==> src/hw/pic_pkg.sv <==
// shared constants for the programmable interval counter
package pic_pkg;
	localparam int CLK_HZ = 100_000_000;
	localparam int OSC_HZ = 10_000_000;
	localparam int OSC_DIV = CLK_HZ / OSC_HZ;
	localparam int DEC_STAGES = 5;
	localparam logic [3:0] DEC_LAST = 4'h9;
	localparam int CNT_W = 16;
	localparam int REG_W = 16;
	localparam logic [1:0] CSR_OFF = 2'h0;
	localparam logic [1:0] PCR_OFF = 2'h2;
	localparam int E2F_BIT = 15;
	localparam int E2IE_BIT = 14;
	localparam int E2RE_BIT = 13;
	localparam int ERR_BIT = 12;
	localparam int MSEL_BIT = 11;
	localparam int MPULSE_BIT = 10;
	localparam int E2T_BIT = 9;
	localparam int E1T_BIT = 8;
	localparam int OVF_BIT = 7;
	localparam int OIE_BIT = 6;
	localparam int RATE_LSB = 3;
	localparam int MODE_LSB = 1;
	localparam int RUN_BIT = 0;
	localparam logic [15:0] CSR_RESET = 16'h0000;
	localparam logic [15:0] PRESET_RESET = 16'h0000;
	localparam logic [15:0] CNT_ALL_ONES = 16'hffff;
	localparam logic [1:0] MODE_SINGLE = 2'h0;
	localparam logic [1:0] MODE_REPEAT = 2'h1;
	localparam logic [1:0] MODE_CAPTURE = 2'h2;
	localparam logic [1:0] MODE_CAPCLR = 2'h3;
	localparam logic [2:0] RATE_STOP = 3'h0;
	localparam logic [2:0] RATE_EV1 = 3'h6;
	localparam logic [2:0] RATE_LINE = 3'h7;
endpackage : pic_pkg

==> src/hw/pic_div_if.sv <==
// link between counter control and its decade divider
`timescale 1ns/1ps
interface pic_div_if #(parameter int STAGES = 5);
	logic src_tick;
	logic [STAGES-1:0] rate_tick;
	modport ctl (output src_tick, input rate_tick);
	modport div (input src_tick, output rate_tick);
endinterface : pic_div_if

==> src/hw/pic_counter.sv <==
// programmable interval counter: control/status, preset/capture, counter
// Functional notes
// - error flag on flag overrun, clears on start
// - bit 11 picks oscillator or maintenance pulse
// - bit 10 write gives one divider pulse
// - bit 9 write acts as event 2
// - bit 8 write acts as event 1
// - overflow flag sets, software writes zero clears
// - overflow interrupt request when enabled
// - bits 5..3 select counting rate
// - bits 2..1 select operating mode
// - run bit starts activity, event can set
// - reset clears run; mode 0 overflow too
// - offset 2 preset, loaded on start
// - modes 2/3 offset 2 reads capture
// - mode 1 overflow reloads preset, keeps running
// - event modes start zero, event captures, flags
// - mode 3 event also zeroes counter
// - event-to-run enable sets run, start clears it
`timescale 1ns/1ps
module pic_counter import pic_pkg::*; (
	input wire logic clock_i,
	input wire logic resetn_i,
	input wire logic [1:0] reg_addr_i,
	input wire logic reg_wr_i,
	input wire logic reg_rd_i,
	input wire logic [REG_W-1:0] reg_wdata_i,
	output logic [REG_W-1:0] reg_rdata_o,
	input wire logic event_input_1_i,
	input wire logic event_input_2_i,
	input wire logic line_event_i,
	output logic ovf_irq_o,
	output logic event2_irq_o
);
	// reset enters asynchronously but leaves on a clock edge, so no flop sees a partial release
	logic [1:0] rst_sync_ff;
	logic rstn;
	always_ff @(posedge clock_i or negedge resetn_i) begin
		if (!resetn_i) begin
			rst_sync_ff <= 2'h0;
		end else begin
			rst_sync_ff <= {rst_sync_ff[0], 1'b1};
		end
	end
	assign rstn = rst_sync_ff[1];

	pic_div_if #(.STAGES(DEC_STAGES)) div_if ();
	pic_decade_div #(.STAGES(DEC_STAGES)) u_div (
		.clock_i(clock_i),
		.rstn_i(rstn),
		.dv(div_if.div)
	);

	// input synchronisers: stage 0 is only read by stage 1
	logic [2:0] ev1_sync_ff, ev2_sync_ff, line_sync_ff;
	always_ff @(posedge clock_i or negedge rstn) begin
		if (!rstn) begin
			ev1_sync_ff <= 3'h0;
			ev2_sync_ff <= 3'h0;
			line_sync_ff <= 3'h0;
		end else begin
			ev1_sync_ff <= {ev1_sync_ff[1:0], event_input_1_i};
			ev2_sync_ff <= {ev2_sync_ff[1:0], event_input_2_i};
			line_sync_ff <= {line_sync_ff[1:0], line_event_i};
		end
	end

	logic run_ff, ovf_ff, oie_ff, msel_ff, err_ff, e2re_ff, e2ie_ff, e2f_ff;
	logic [1:0] mode_ff;
	logic [2:0] rate_ff;
	logic [CNT_W-1:0] count_ff, preset_ff, capture_ff;
	logic [$clog2(OSC_DIV)-1:0] osc_cnt_ff;
	logic [REG_W-1:0] rdata_ff;
	logic nxt_run, nxt_ovf, nxt_oie, nxt_msel, nxt_err, nxt_e2re, nxt_e2ie, nxt_e2f;
	logic [1:0] nxt_mode;
	logic [2:0] nxt_rate;
	logic [CNT_W-1:0] nxt_count, nxt_preset, nxt_capture;
	logic [$clog2(OSC_DIV)-1:0] nxt_osc_cnt;
	logic [REG_W-1:0] nxt_rdata;
	logic wr_csr, wr_pcr, osc_tick, ev1_trig, ev2_trig, line_tick, count_en;
	logic e2f_set, sw_start, ev_start, start, wrap;

	always_comb begin
		wr_csr = reg_wr_i && (reg_addr_i == CSR_OFF);
		wr_pcr = reg_wr_i && (reg_addr_i == PCR_OFF);
		osc_tick = (osc_cnt_ff == ($clog2(OSC_DIV))'(OSC_DIV - 1));
		nxt_osc_cnt = osc_tick ? '0 : osc_cnt_ff + 1'b1;
		// maintenance pulse replaces the oscillator, so the divider can be stepped by hand
		div_if.src_tick = msel_ff ? (wr_csr & reg_wdata_i[MPULSE_BIT]) : osc_tick;
		ev1_trig = (ev1_sync_ff[1] & ~ev1_sync_ff[2]) | (wr_csr & reg_wdata_i[E1T_BIT]);
		ev2_trig = (ev2_sync_ff[1] & ~ev2_sync_ff[2]) | (wr_csr & reg_wdata_i[E2T_BIT]);
		line_tick = line_sync_ff[1] & ~line_sync_ff[2];
		case (rate_ff)
			RATE_STOP: count_en = 1'b0;
			RATE_EV1: count_en = ev1_trig;
			RATE_LINE: count_en = line_tick;
			default: count_en = div_if.rate_tick[rate_ff - 3'h1];
		endcase
	end

	always_comb begin
		nxt_run = run_ff;
		nxt_ovf = ovf_ff;
		nxt_oie = oie_ff;
		nxt_msel = msel_ff;
		nxt_err = err_ff;
		nxt_e2re = e2re_ff;
		nxt_e2ie = e2ie_ff;
		nxt_e2f = e2f_ff;
		nxt_mode = mode_ff;
		nxt_rate = rate_ff;
		nxt_count = count_ff;
		nxt_preset = preset_ff;
		nxt_capture = capture_ff;
		if (wr_csr) begin
			nxt_run = reg_wdata_i[RUN_BIT];
			nxt_mode = reg_wdata_i[MODE_LSB +: 2];
			nxt_rate = reg_wdata_i[RATE_LSB +: 3];
			nxt_oie = reg_wdata_i[OIE_BIT];
			nxt_msel = reg_wdata_i[MSEL_BIT];
			nxt_err = reg_wdata_i[ERR_BIT];
			nxt_e2re = reg_wdata_i[E2RE_BIT];
			nxt_e2ie = reg_wdata_i[E2IE_BIT];
			// flags take only a written zero
			nxt_ovf = ovf_ff & reg_wdata_i[OVF_BIT];
			nxt_e2f = e2f_ff & reg_wdata_i[E2F_BIT];
		end
		if (wr_pcr) begin
			nxt_preset = reg_wdata_i;
		end
		e2f_set = ev2_trig & (run_ff | e2re_ff);
		sw_start = wr_csr & reg_wdata_i[RUN_BIT] & ~run_ff;
		ev_start = e2f_set & e2re_ff;
		// a rate tick landing on the start cycle is dropped, the load takes priority
		start = sw_start | ev_start;
		wrap = run_ff & ~start & count_en & (count_ff == CNT_ALL_ONES);
		if (start) begin
			nxt_run = 1'b1;
			nxt_ovf = 1'b0;
			nxt_err = 1'b0;
			nxt_e2re = 1'b0;
			if (!e2re_ff) begin
				nxt_e2f = 1'b0;
			end
			// a mode written together with the run bit applies at once
			if (nxt_mode[1]) begin
				nxt_count = '0;
				nxt_capture = '0;
			end else begin
				nxt_count = wr_pcr ? reg_wdata_i : preset_ff;
			end
		end else if (run_ff && count_en) begin
			nxt_count = count_ff + 1'b1;
			if (wrap) begin
				case (mode_ff)
					MODE_SINGLE: nxt_run = 1'b0;
					// run stays as written, so a software stop on the wrap cycle still holds
					MODE_REPEAT: nxt_count = preset_ff;
					default: nxt_count = '0;
				endcase
			end
		end
		if (run_ff && !start && mode_ff[1] && ev2_trig) begin
			nxt_capture = count_ff;
			if (mode_ff == MODE_CAPCLR) begin
				nxt_count = '0;
			end
		end
		// hardware sets win over a software clear in the same cycle
		if (wrap) begin
			nxt_ovf = 1'b1;
			if (ovf_ff) begin
				nxt_err = 1'b1;
			end
		end
		if (e2f_set) begin
			nxt_e2f = 1'b1;
			if (e2f_ff) begin
				nxt_err = 1'b1;
			end
		end
		nxt_rdata = rdata_ff;
		if (reg_rd_i) begin
			case (reg_addr_i)
				CSR_OFF: nxt_rdata = {e2f_ff, e2ie_ff, e2re_ff, err_ff, msel_ff, 3'h0,
					ovf_ff, oie_ff, rate_ff, mode_ff, run_ff};
				PCR_OFF: nxt_rdata = mode_ff[1] ? capture_ff : preset_ff;
				default: nxt_rdata = '0;
			endcase
		end
	end

	always_ff @(posedge clock_i or negedge rstn) begin
		if (!rstn) begin
			run_ff <= CSR_RESET[RUN_BIT];
			ovf_ff <= CSR_RESET[OVF_BIT];
			oie_ff <= CSR_RESET[OIE_BIT];
			msel_ff <= CSR_RESET[MSEL_BIT];
			err_ff <= CSR_RESET[ERR_BIT];
			e2re_ff <= CSR_RESET[E2RE_BIT];
			e2ie_ff <= CSR_RESET[E2IE_BIT];
			e2f_ff <= CSR_RESET[E2F_BIT];
			mode_ff <= CSR_RESET[MODE_LSB +: 2];
			rate_ff <= CSR_RESET[RATE_LSB +: 3];
			count_ff <= '0;
			preset_ff <= PRESET_RESET;
			capture_ff <= '0;
			osc_cnt_ff <= '0;
			rdata_ff <= '0;
		end else begin
			run_ff <= nxt_run;
			ovf_ff <= nxt_ovf;
			oie_ff <= nxt_oie;
			msel_ff <= nxt_msel;
			err_ff <= nxt_err;
			e2re_ff <= nxt_e2re;
			e2ie_ff <= nxt_e2ie;
			e2f_ff <= nxt_e2f;
			mode_ff <= nxt_mode;
			rate_ff <= nxt_rate;
			count_ff <= nxt_count;
			preset_ff <= nxt_preset;
			capture_ff <= nxt_capture;
			osc_cnt_ff <= nxt_osc_cnt;
			rdata_ff <= nxt_rdata;
		end
	end

	assign reg_rdata_o = rdata_ff;
	assign ovf_irq_o = ovf_ff & oie_ff;
	assign event2_irq_o = e2f_ff & e2ie_ff;
endmodule : pic_counter

==> src/hw/pic_decade_div.sv <==
// decade divider chain giving the counting rate enables
`timescale 1ns/1ps
module pic_decade_div import pic_pkg::*; #(
	parameter int STAGES = DEC_STAGES
) (
	input wire logic clock_i,
	input wire logic rstn_i,
	pic_div_if.div dv
);
	logic [STAGES:0] stage_in;

	assign stage_in[0] = dv.src_tick;

	for (genvar k = 0; k < STAGES; k++) begin : g_stage
		logic [3:0] cnt_ff;
		logic [3:0] nxt_cnt;
		always_comb begin
			nxt_cnt = cnt_ff;
			if (stage_in[k]) begin
				nxt_cnt = (cnt_ff == DEC_LAST) ? 4'h0 : cnt_ff + 4'h1;
			end
		end
		always_ff @(posedge clock_i or negedge rstn_i) begin
			if (!rstn_i) begin
				cnt_ff <= 4'h0;
			end else begin
				cnt_ff <= nxt_cnt;
			end
		end
		// one pulse per ten input ticks; stage k feeds stage k+1
		assign stage_in[k+1] = stage_in[k] & (cnt_ff == DEC_LAST);
		assign dv.rate_tick[k] = stage_in[k+1];
	end
endmodule : pic_decade_div

==> config.mk <==
export PLATFORM = sky130hd
export DESIGN_NAME = pic_counter
export DESIGN_NICKNAME = d
export VERILOG_FILES = /design/src/hw/pic_pkg.sv /design/src/hw/pic_div_if.sv /design/src/hw/pic_counter.sv /design/src/hw/pic_decade_div.sv
export SDC_FILE = /design/constraint.sdc
export NUM_CORES = 1
export LEC_CHECK = 0
export ABC_CLOCK_PERIOD_IN_PS = 3600
export BUFFER_PORTS_ARGS = -buffer_cell sky130_fd_sc_hd__buf_2
export CAP_MARGIN = 20
export CORE_MARGIN = 10
export CORE_UTILIZATION = 45
export CTS_CLUSTER_SIZE = 8
export DETAILED_ROUTE_END_ITERATION = 10
export PLACE_DENSITY_LB_ADDON = 0.25
export RECOVER_POWER = 100
export SLEW_MARGIN = 20
export SYNTH_ARGS = -nofsm -noshare
export SYNTH_HDL_FRONTEND = slang
export SYNTH_SLANG_ARGS = --single-unit
==> constraint.sdc <==
create_clock -name clock_i -period 3.6 [get_ports clock_i]
set_input_delay 0.18 -clock clock_i [delete_from_list [all_inputs] [get_ports clock_i]]
set_output_delay 0.18 -clock clock_i [all_outputs]
set_load 0.01 [all_outputs]
==> results_dict.tcl, run 1 <==
set metrics [dict create \
    status "finished, final reports clean" \
    period_share_pct 82.12 \
    synth.distinct_cells 63 \
    start_kind "input pin" \
    async_flop_share_pct 100.0 \
    worstPathMaxFanout 30 \
    met1_length_mm 6.389 \
    synth-simple-area-share_pct 14.69 \
    synth_mux_area_share_pct 6.827 \
    min_path_type "in -> reg" \
    antenna_found_initial 1 \
    setup_ws_ps 643.7 \
    syn_area_per_cell_um2 10.32 \
    grt_start_max_net_pins 111 \
    fin_skew_ps 7.535 \
    clkSlewWorstSetupHoldPaths_ps 70 \
    synth_area_um2 5553 \
    dr_wl_met3_um 861 \
    worstPathRequired_ps 3850 \
    vias 4256 \
    grt-ovfl-total 0 \
    drive_above_1_share_pct 10.54 \
    crit_arrival_ps 3210 \
    synth_top_family_by_area "compound AO/OA/AOI/OAI gates" \
    fin_crit_ps 2956 \
    final_cells 757 \
    die-area_um2 17180 \
    fin_setup_tns_ps 0 \
    drt_iter0_markers 311 \
    dp_hpwl_mm 9.645 \
    syn_inst 538 \
    post_cts_buffers 0 \
    final_max_slew_viol_count 0 \
    wl_met2_mm 5.942 \
    max_freq_ghz 0.3383 \
    yosysWarnings 0 \
    wirelength_mm 13.51 \
    synth-edff-count 0 \
    ctsHoldBuffers 4 \
    hold_ws_ps 36.97 \
    worst_pin_slew_ps 952.0 \
    cts_tree "yes" \
    setup_viol 0 \
    gr-usage-all-layers_pct 16.25 \
    syn2layout_area_growth_pct 12.28 \
    synth_ff_type "dfrtp_1" \
    ir_drop_v 0.0002500 \
    p_per_area_nw_per_um2 565.6 \
    cts.sinks 112 \
    critPathKind "in -> reg" \
    clkLatencyLatePin_ps 350 \
    dp_slack_ps 752.2 \
    dp.cells 736 \
    cts_root_buf "clkbuf_16" \
    synth_xor_area_share_pct 2.997 \
    drtPass1Iterations 5 \
    place.gp.congestion 0.8879 \
    grt_pass1_vias 4125 \
    pin_count 43 \
    cts_made_buffers 9 \
    grt_pass1_wl_mm 21.75 \
    io_buffers 42 \
    antenna_left 0 \
    syn-num-nets 568 \
    fp-row-count 40 \
    die_w_um 131.1 \
    cts.repair.resized 0 \
    cp-end-kind "flop" \
    synthAdderAreaFrac_pct 1.127 \
    die_h_um 131.1 \
    nNetsFinal 613 \
    finalHoldViolCount 0 \
    leakage_nw 2.813 \
    cts-htree-levels 3 \
    maxCapViolations 0 \
    top_layer "met4" \
    maxSlewHeadroom_pct 36.01 \
    ys_seq_elements 112 \
    worstSetupStartpoint "reg_addr_i[1]" \
    synth-compound-area-share_pct 18.90 \
    clk_path_buf_depth 2 \
    regToRegStartpoint "mode_ff[1]" \
    vias_per_cell 5.622 \
    grt_setup_unrepaired "no" \
    core_area_um2 12060 \
    drc 0 \
    total_power_mw 3.526 \
    avgRoutedWirePerCell_um 17.85 \
    start_util_pct 46.04 \
    worstHoldStart "reg_wdata_i[6]" \
    ys_seq_area_share_pct 50.47 \
    r2r_setup_slack_ps 670 \
]
[metrics by stage]
stage / utilization (%) / area [µm²]
after floorplan: - / 5553
after global placement: 49.36 / 5953
after detailed placement: 49.36 / 5953
after CTS: 52.16 / 6291
after global routing: 51.67 / 6232
final: 51.69 / 6235
[worst max-delay path, cell delays in order]
cell and delay, ps:
buf_2 250, nor3b_1 360, clkbuf_1 650, a22o_1 270, a31oi_1 330, a221oi_2 370, buf_4 290, nand4_1 150
xor2_1 160, o21ai_0 190
[synth_stat cells, drive strengths merged (7+ instances only)]
| cell type | count | area share (%) |
|---|---|---|
| o22ai | 21 | 2.4 |
| o211ai | 7 | 1.0 |
| and3 | 7 | 0.79 |
| nand2 | 66 | 4.5 |
| nand2b | 7 | 0.79 |
| clkbuf | 10 | 0.68 |
| nand3 | 8 | 0.72 |
| nor2 | 20 | 1.4 |
| mux2i | 30 | 5.4 |
| a21oi | 20 | 1.8 |
| o21ai | 40 | 3.6 |
| xnor2 | 10 | 1.6 |
| inv | 47 | 3.2 |
| mux2 | 7 | 1.4 |
| buf | 10 | 1.1 |
| a22o | 23 | 3.6 |
| xor2 | 9 | 1.4 |
| dfrtp | 112 | 50 |
[routing by layer]
layer  vias to the layer above  global-route usage, %
met5                         -                      0
met4                         0                  6.213
met1                      2104                  22.49
met2                       119                  24.55
li1                       2012                      -
met3                        21                  3.258
[area by class of cell]
type | count | area (µm²)
inverter | 47 | 176.4
fill | 1143 | 5827
antenna | 1 | 2.502
sequential | 112 | 2806
timing repair buffer | 54 | 286.5
clock inverter | 6 | 68.82
multi-input combinational | 359 | 2455
clock buffer | 10 | 229.0
tap | 168 | 210.2
[state kept, by name, summed over array words and instances (netlist names)]
register              count
ev1_sync_ff               3
ovf_ff                    1
msel_ff                   1
rate_ff                   3
oie_ff                    1
e2ie_ff                   1
e2f_ff                    1
ev2_sync_ff               3
rst_sync_ff               2
reg_rdata_o              16
err_ff                    1
u_div.g_stage.cnt_ff     20
preset_ff                16
line_sync_ff              3
run_ff                    1
osc_cnt_ff                4
mode_ff                   2
count_ff                 16
e2re_ff                   1
capture_ff               16
[report_power, final]
part           internal [mW]  total [mW]  leakage, nW  switching (mW)
clock network          0.544        1.01        0.143           0.466
logic                  0.324       0.716         1.26           0.392
registers               1.52        1.80         1.41           0.280
[kinds of logic (layout without fill, tap and decap cells)]
group	count (synthesis)	count (layout)
adders and majority gates	5	5
buffers and inverters	67	117
other	1	2
AOI/OAI and AO/OA	145	145
and+or+nand+nor	152	152
DFF	112	112
muxes	37	37
xor gates and xnor gates	19	19
[placed cells by master, fill, tap and decap left out, drive strengths merged, types with 7 or more instances in the layout]
| master | count |
|---|---|
| a21oi | 20 |
| a22o | 23 |
| and3 | 7 |
| buf | 29 |
| clkbuf | 31 |
| dfrtp | 112 |
| inv | 48 |
| mux2 | 7 |
| mux2i | 30 |
| nand2 | 66 |
| nand2b | 7 |
| nand3 | 8 |
| nor2 | 20 |
| o211ai | 7 |
| o21ai | 40 |
| o22ai | 21 |
| xnor2 | 10 |
| xor2 | 9 |
[path summary, 6_finish.rpt]
check / end / cells after the start
max: count_ff[6] / 10
min: oie_ff / 3
max reg2reg: count_ff[13] / 6
min reg2reg: rst_sync_ff[1] / 0
max in group asynchronous: reg_rdata_o[0] / 1
min in group asynchronous: rst_sync_ff[1] / 2
Note: power is estimated with default switching activity, not from simulation.
==> run 2, diff against run 1 <==
Settings changed: ABC_AREA from default to 1, ABC_CLOCK_PERIOD_IN_PS 3600 to 2700.
Clock period 3.6 ns to 2.7 ns, I/O delays scaled along.
==> run 2 against run 1 <==
Effect of this change: via count rose by 13%; sequential power rose by 32%; sequential share of layout area fell by 0.83 points; hold slack got worse by 30 ps; clock skew rose by 4.5 ps; utilization rose by 0.49 points; wire length rose by 16%; die area rose by 1.9%; non-clock buffer count rose by 1; critical path depth rose by 3; largest power group unchanged.
==> results_dict.tcl, run 2 <==
set metrics [dict create \
    yosysTopAreaCellShare_pct 49.38 \
    cts_made_buffers 9 \
    min_path_type "in -> reg" \
    core_area_um2 12160 \
    syn-num-nets 711 \
    cts_root_buf "clkbuf_16" \
    synth_area_um2 5675 \
    ir_drop_v 0.0005310 \
    setup_viol 0 \
    yosysWarnings 0 \
    max_freq_ghz 0.4120 \
    ys_seq_area_share_pct 49.38 \
    vias_per_cell 5.366 \
    drc 0 \
    dp_slack_ps 160.2 \
    clkLatencyLatePin_ps 360 \
    die_h_um 132.3 \
    cp-end-kind "flop" \
    cp-endpoint "count_ff[4]" \
    die_w_um 132.3 \
    async_flop_share_pct 100.0 \
    r2r_setup_slack_ps 270 \
    ys_seq_elements 112 \
    antenna_left 0 \
    synthTopCellsByCount "143 x nand2_1, 112 x dfrtp_1, 89 x inv_1" \
    dp_hpwl_mm 11.82 \
    clk_path_buf_depth 2 \
    synth_ff_type "dfrtp_1" \
    crit_arrival_ps 2630 \
    critPathKind "reg -> reg" \
    antenna_cells 0 \
    p_per_area_nw_per_um2 823.0 \
    final_common_cell "nand2_1" \
    avgRoutedWirePerCell_um 17.56 \
    post_cts_buffers 0 \
    period_share_pct 89.90 \
    setup_ws_ps 272.7 \
    r2r_end "count_ff[4]" \
    synth-edff-count 0 \
    clkSlewWorstSetupHoldPaths_ps 70 \
    synth.distinct_cells 39 \
    grt-ovfl-total 0 \
    final_max_slew_viol_count 0 \
    nNetsFinal 754 \
    fp-row-count 40 \
    yosysTopAreaCell "dfrtp_1" \
    ff2ff_path_depth 13 \
    worst_pin_slew_ps 1347 \
    worstPathRequired_ps 2900 \
    start_kind "flop" \
    leakage_nw 2.949 \
    grt_pass1_wl_mm 25.41 \
    pin_count 43 \
    syn2layout_area_growth_pct 11.82 \
    gr-usage-all-layers_pct 18.01 \
    drtPass1Iterations 5 \
    mostFrequentLayoutCells "144 x nand2_1, 111 x dfrtp_1, 91 x inv_1" \
    grt_start_max_net_pins 98 \
    top_register "u_div.g_stage.cnt_ff" \
    drive_above_1_share_pct 12.64 \
    start_util_pct 46.67 \
    maxCapViolations 0 \
    cts-htree-levels 3 \
    fin_skew_ps 11.99 \
    antenna_found_initial 0 \
    regToRegStartpoint "rate_ff[0]" \
    place.gp.congestion 0.9402 \
    finalHoldViolCount 0 \
    grt_setup_unrepaired "no" \
    maxSlewHeadroom_pct 10.18 \
    worstSetupStartpoint "rate_ff[0]" \
    io_buffers 42 \
    cts_tree "yes" \
    fillers 1191 \
    status "finished, final reports clean" \
    vias 4808 \
    cts.sinks 112 \
    wirelength_mm 15.73 \
    syn_area_per_cell_um2 8.334 \
    yosysMostFrequentCell "nand2_1" \
    largest_reg_flops 20 \
    die-area_um2 17500 \
    synth_area_leaders "dfrtp_1 49%, nand2_1 9.5%, inv_1 5.9%" \
    syn_inst 681 \
    worstPathMaxFanout 17 \
    drt_iter0_markers 395 \
    fin_crit_ps 2427 \
    grt_pass1_vias 4699 \
    fin_setup_tns_ps 0 \
]
## run 2: critical path, stage by stage, from the launching register on
cell      delay [ps]
dfrtp_2          460
inv_1            120
ha_1             340
o21bai_1         160
nor2_1           100
nor2_1            60
nor2_2            90
nand2_2           80
nand2_4          100
nand2_4          180
clkinv_2         240
nand2_1           80
o21ai_1          180
a21oi_1           80
## run 2: repair_timing
action	4_1_cts	5_1_grt
setup endpoints to repair	0	5
hold buffers	4	0
resized for setup	0	2
endpoints found under the hold margin	5	0
## run 2: routing by layer
layer  global-route usage [%]  wire, µm  up-vias
met5                        0         0        -
met4                    3.484       130        0
met3                    4.573      1053       10
met2                    28.49      7374      158
met1                    24.40      7172     2340
li1                         -         -     2300
## run 2: cells by family after synthesis
kind of cell             share of synthesized area (%)
AND/OR/NAND/NOR                                  21.96
AO/OA/AOI/OAI                                    15.61
buffers and inverters                            8.355
XOR/XNOR                                         2.932
other                                          0.06607
flip-flops                                       49.38
adder cells (fa/ha/maj)                          1.102
multiplexers                                    0.5952
## run 2: how the worst min path moves through the flow
| stage | slack, ps | startpoint | endpoint | cells past startpoint |
|---|---|---|---|---|
| 2_1_floorplan | -160 | resetn_i | rst_sync_ff[0] | 0 |
| 3_3_place_gp | -80 | resetn_i | rst_sync_ff[0] | 1 |
| 3_5_place_dp | -80 | resetn_i | rst_sync_ff[0] | 1 |
| 4_1_cts | 2 | reg_wdata_i[14] | e2ie_ff | 3 |
| 5_1_grt | 30 | reg_wdata_i[6] | oie_ff | 3 |
| 6_report | 7 | reg_wdata_i[14] | e2ie_ff | 3 |
## run 2: final cells by class
type	instances	area [µm²]	area share, %
sequential	112	2804	44.18
clock buffer	12	246.5	3.884
clock inverter	3	42.54	0.6703
tap	168	210.2	3.312
timing repair buffer	55	286.5	4.515
multi-input combinational	449	2391	37.68
inverter	97	365.4	5.757
## run 2: power by group
part           internal [mW]  switching, mW  leakage [nW]
registers               2.06          0.321          1.36
logic                  0.526          0.964          1.45
clock network          0.740          0.608         0.139
## run 2: per-stage QoR
step / area [µm²] / hold slack, ps / total power, mW / instances / util (%)
floorplan: 5677 / -160.6 / 3.426 / 681 / -
global placement: 6070 / -81.19 / 3.852 / 877 / 49.91
detailed placement: 6070 / -76.87 / 3.891 / 877 / 49.91
CTS: 6399 / 2.367 / 5.255 / 896 / 52.61
global route: 6346 / 25.92 / 5.528 / 896 / 52.18
finish: 6346 / 6.811 / 5.223 / 896 / 52.18
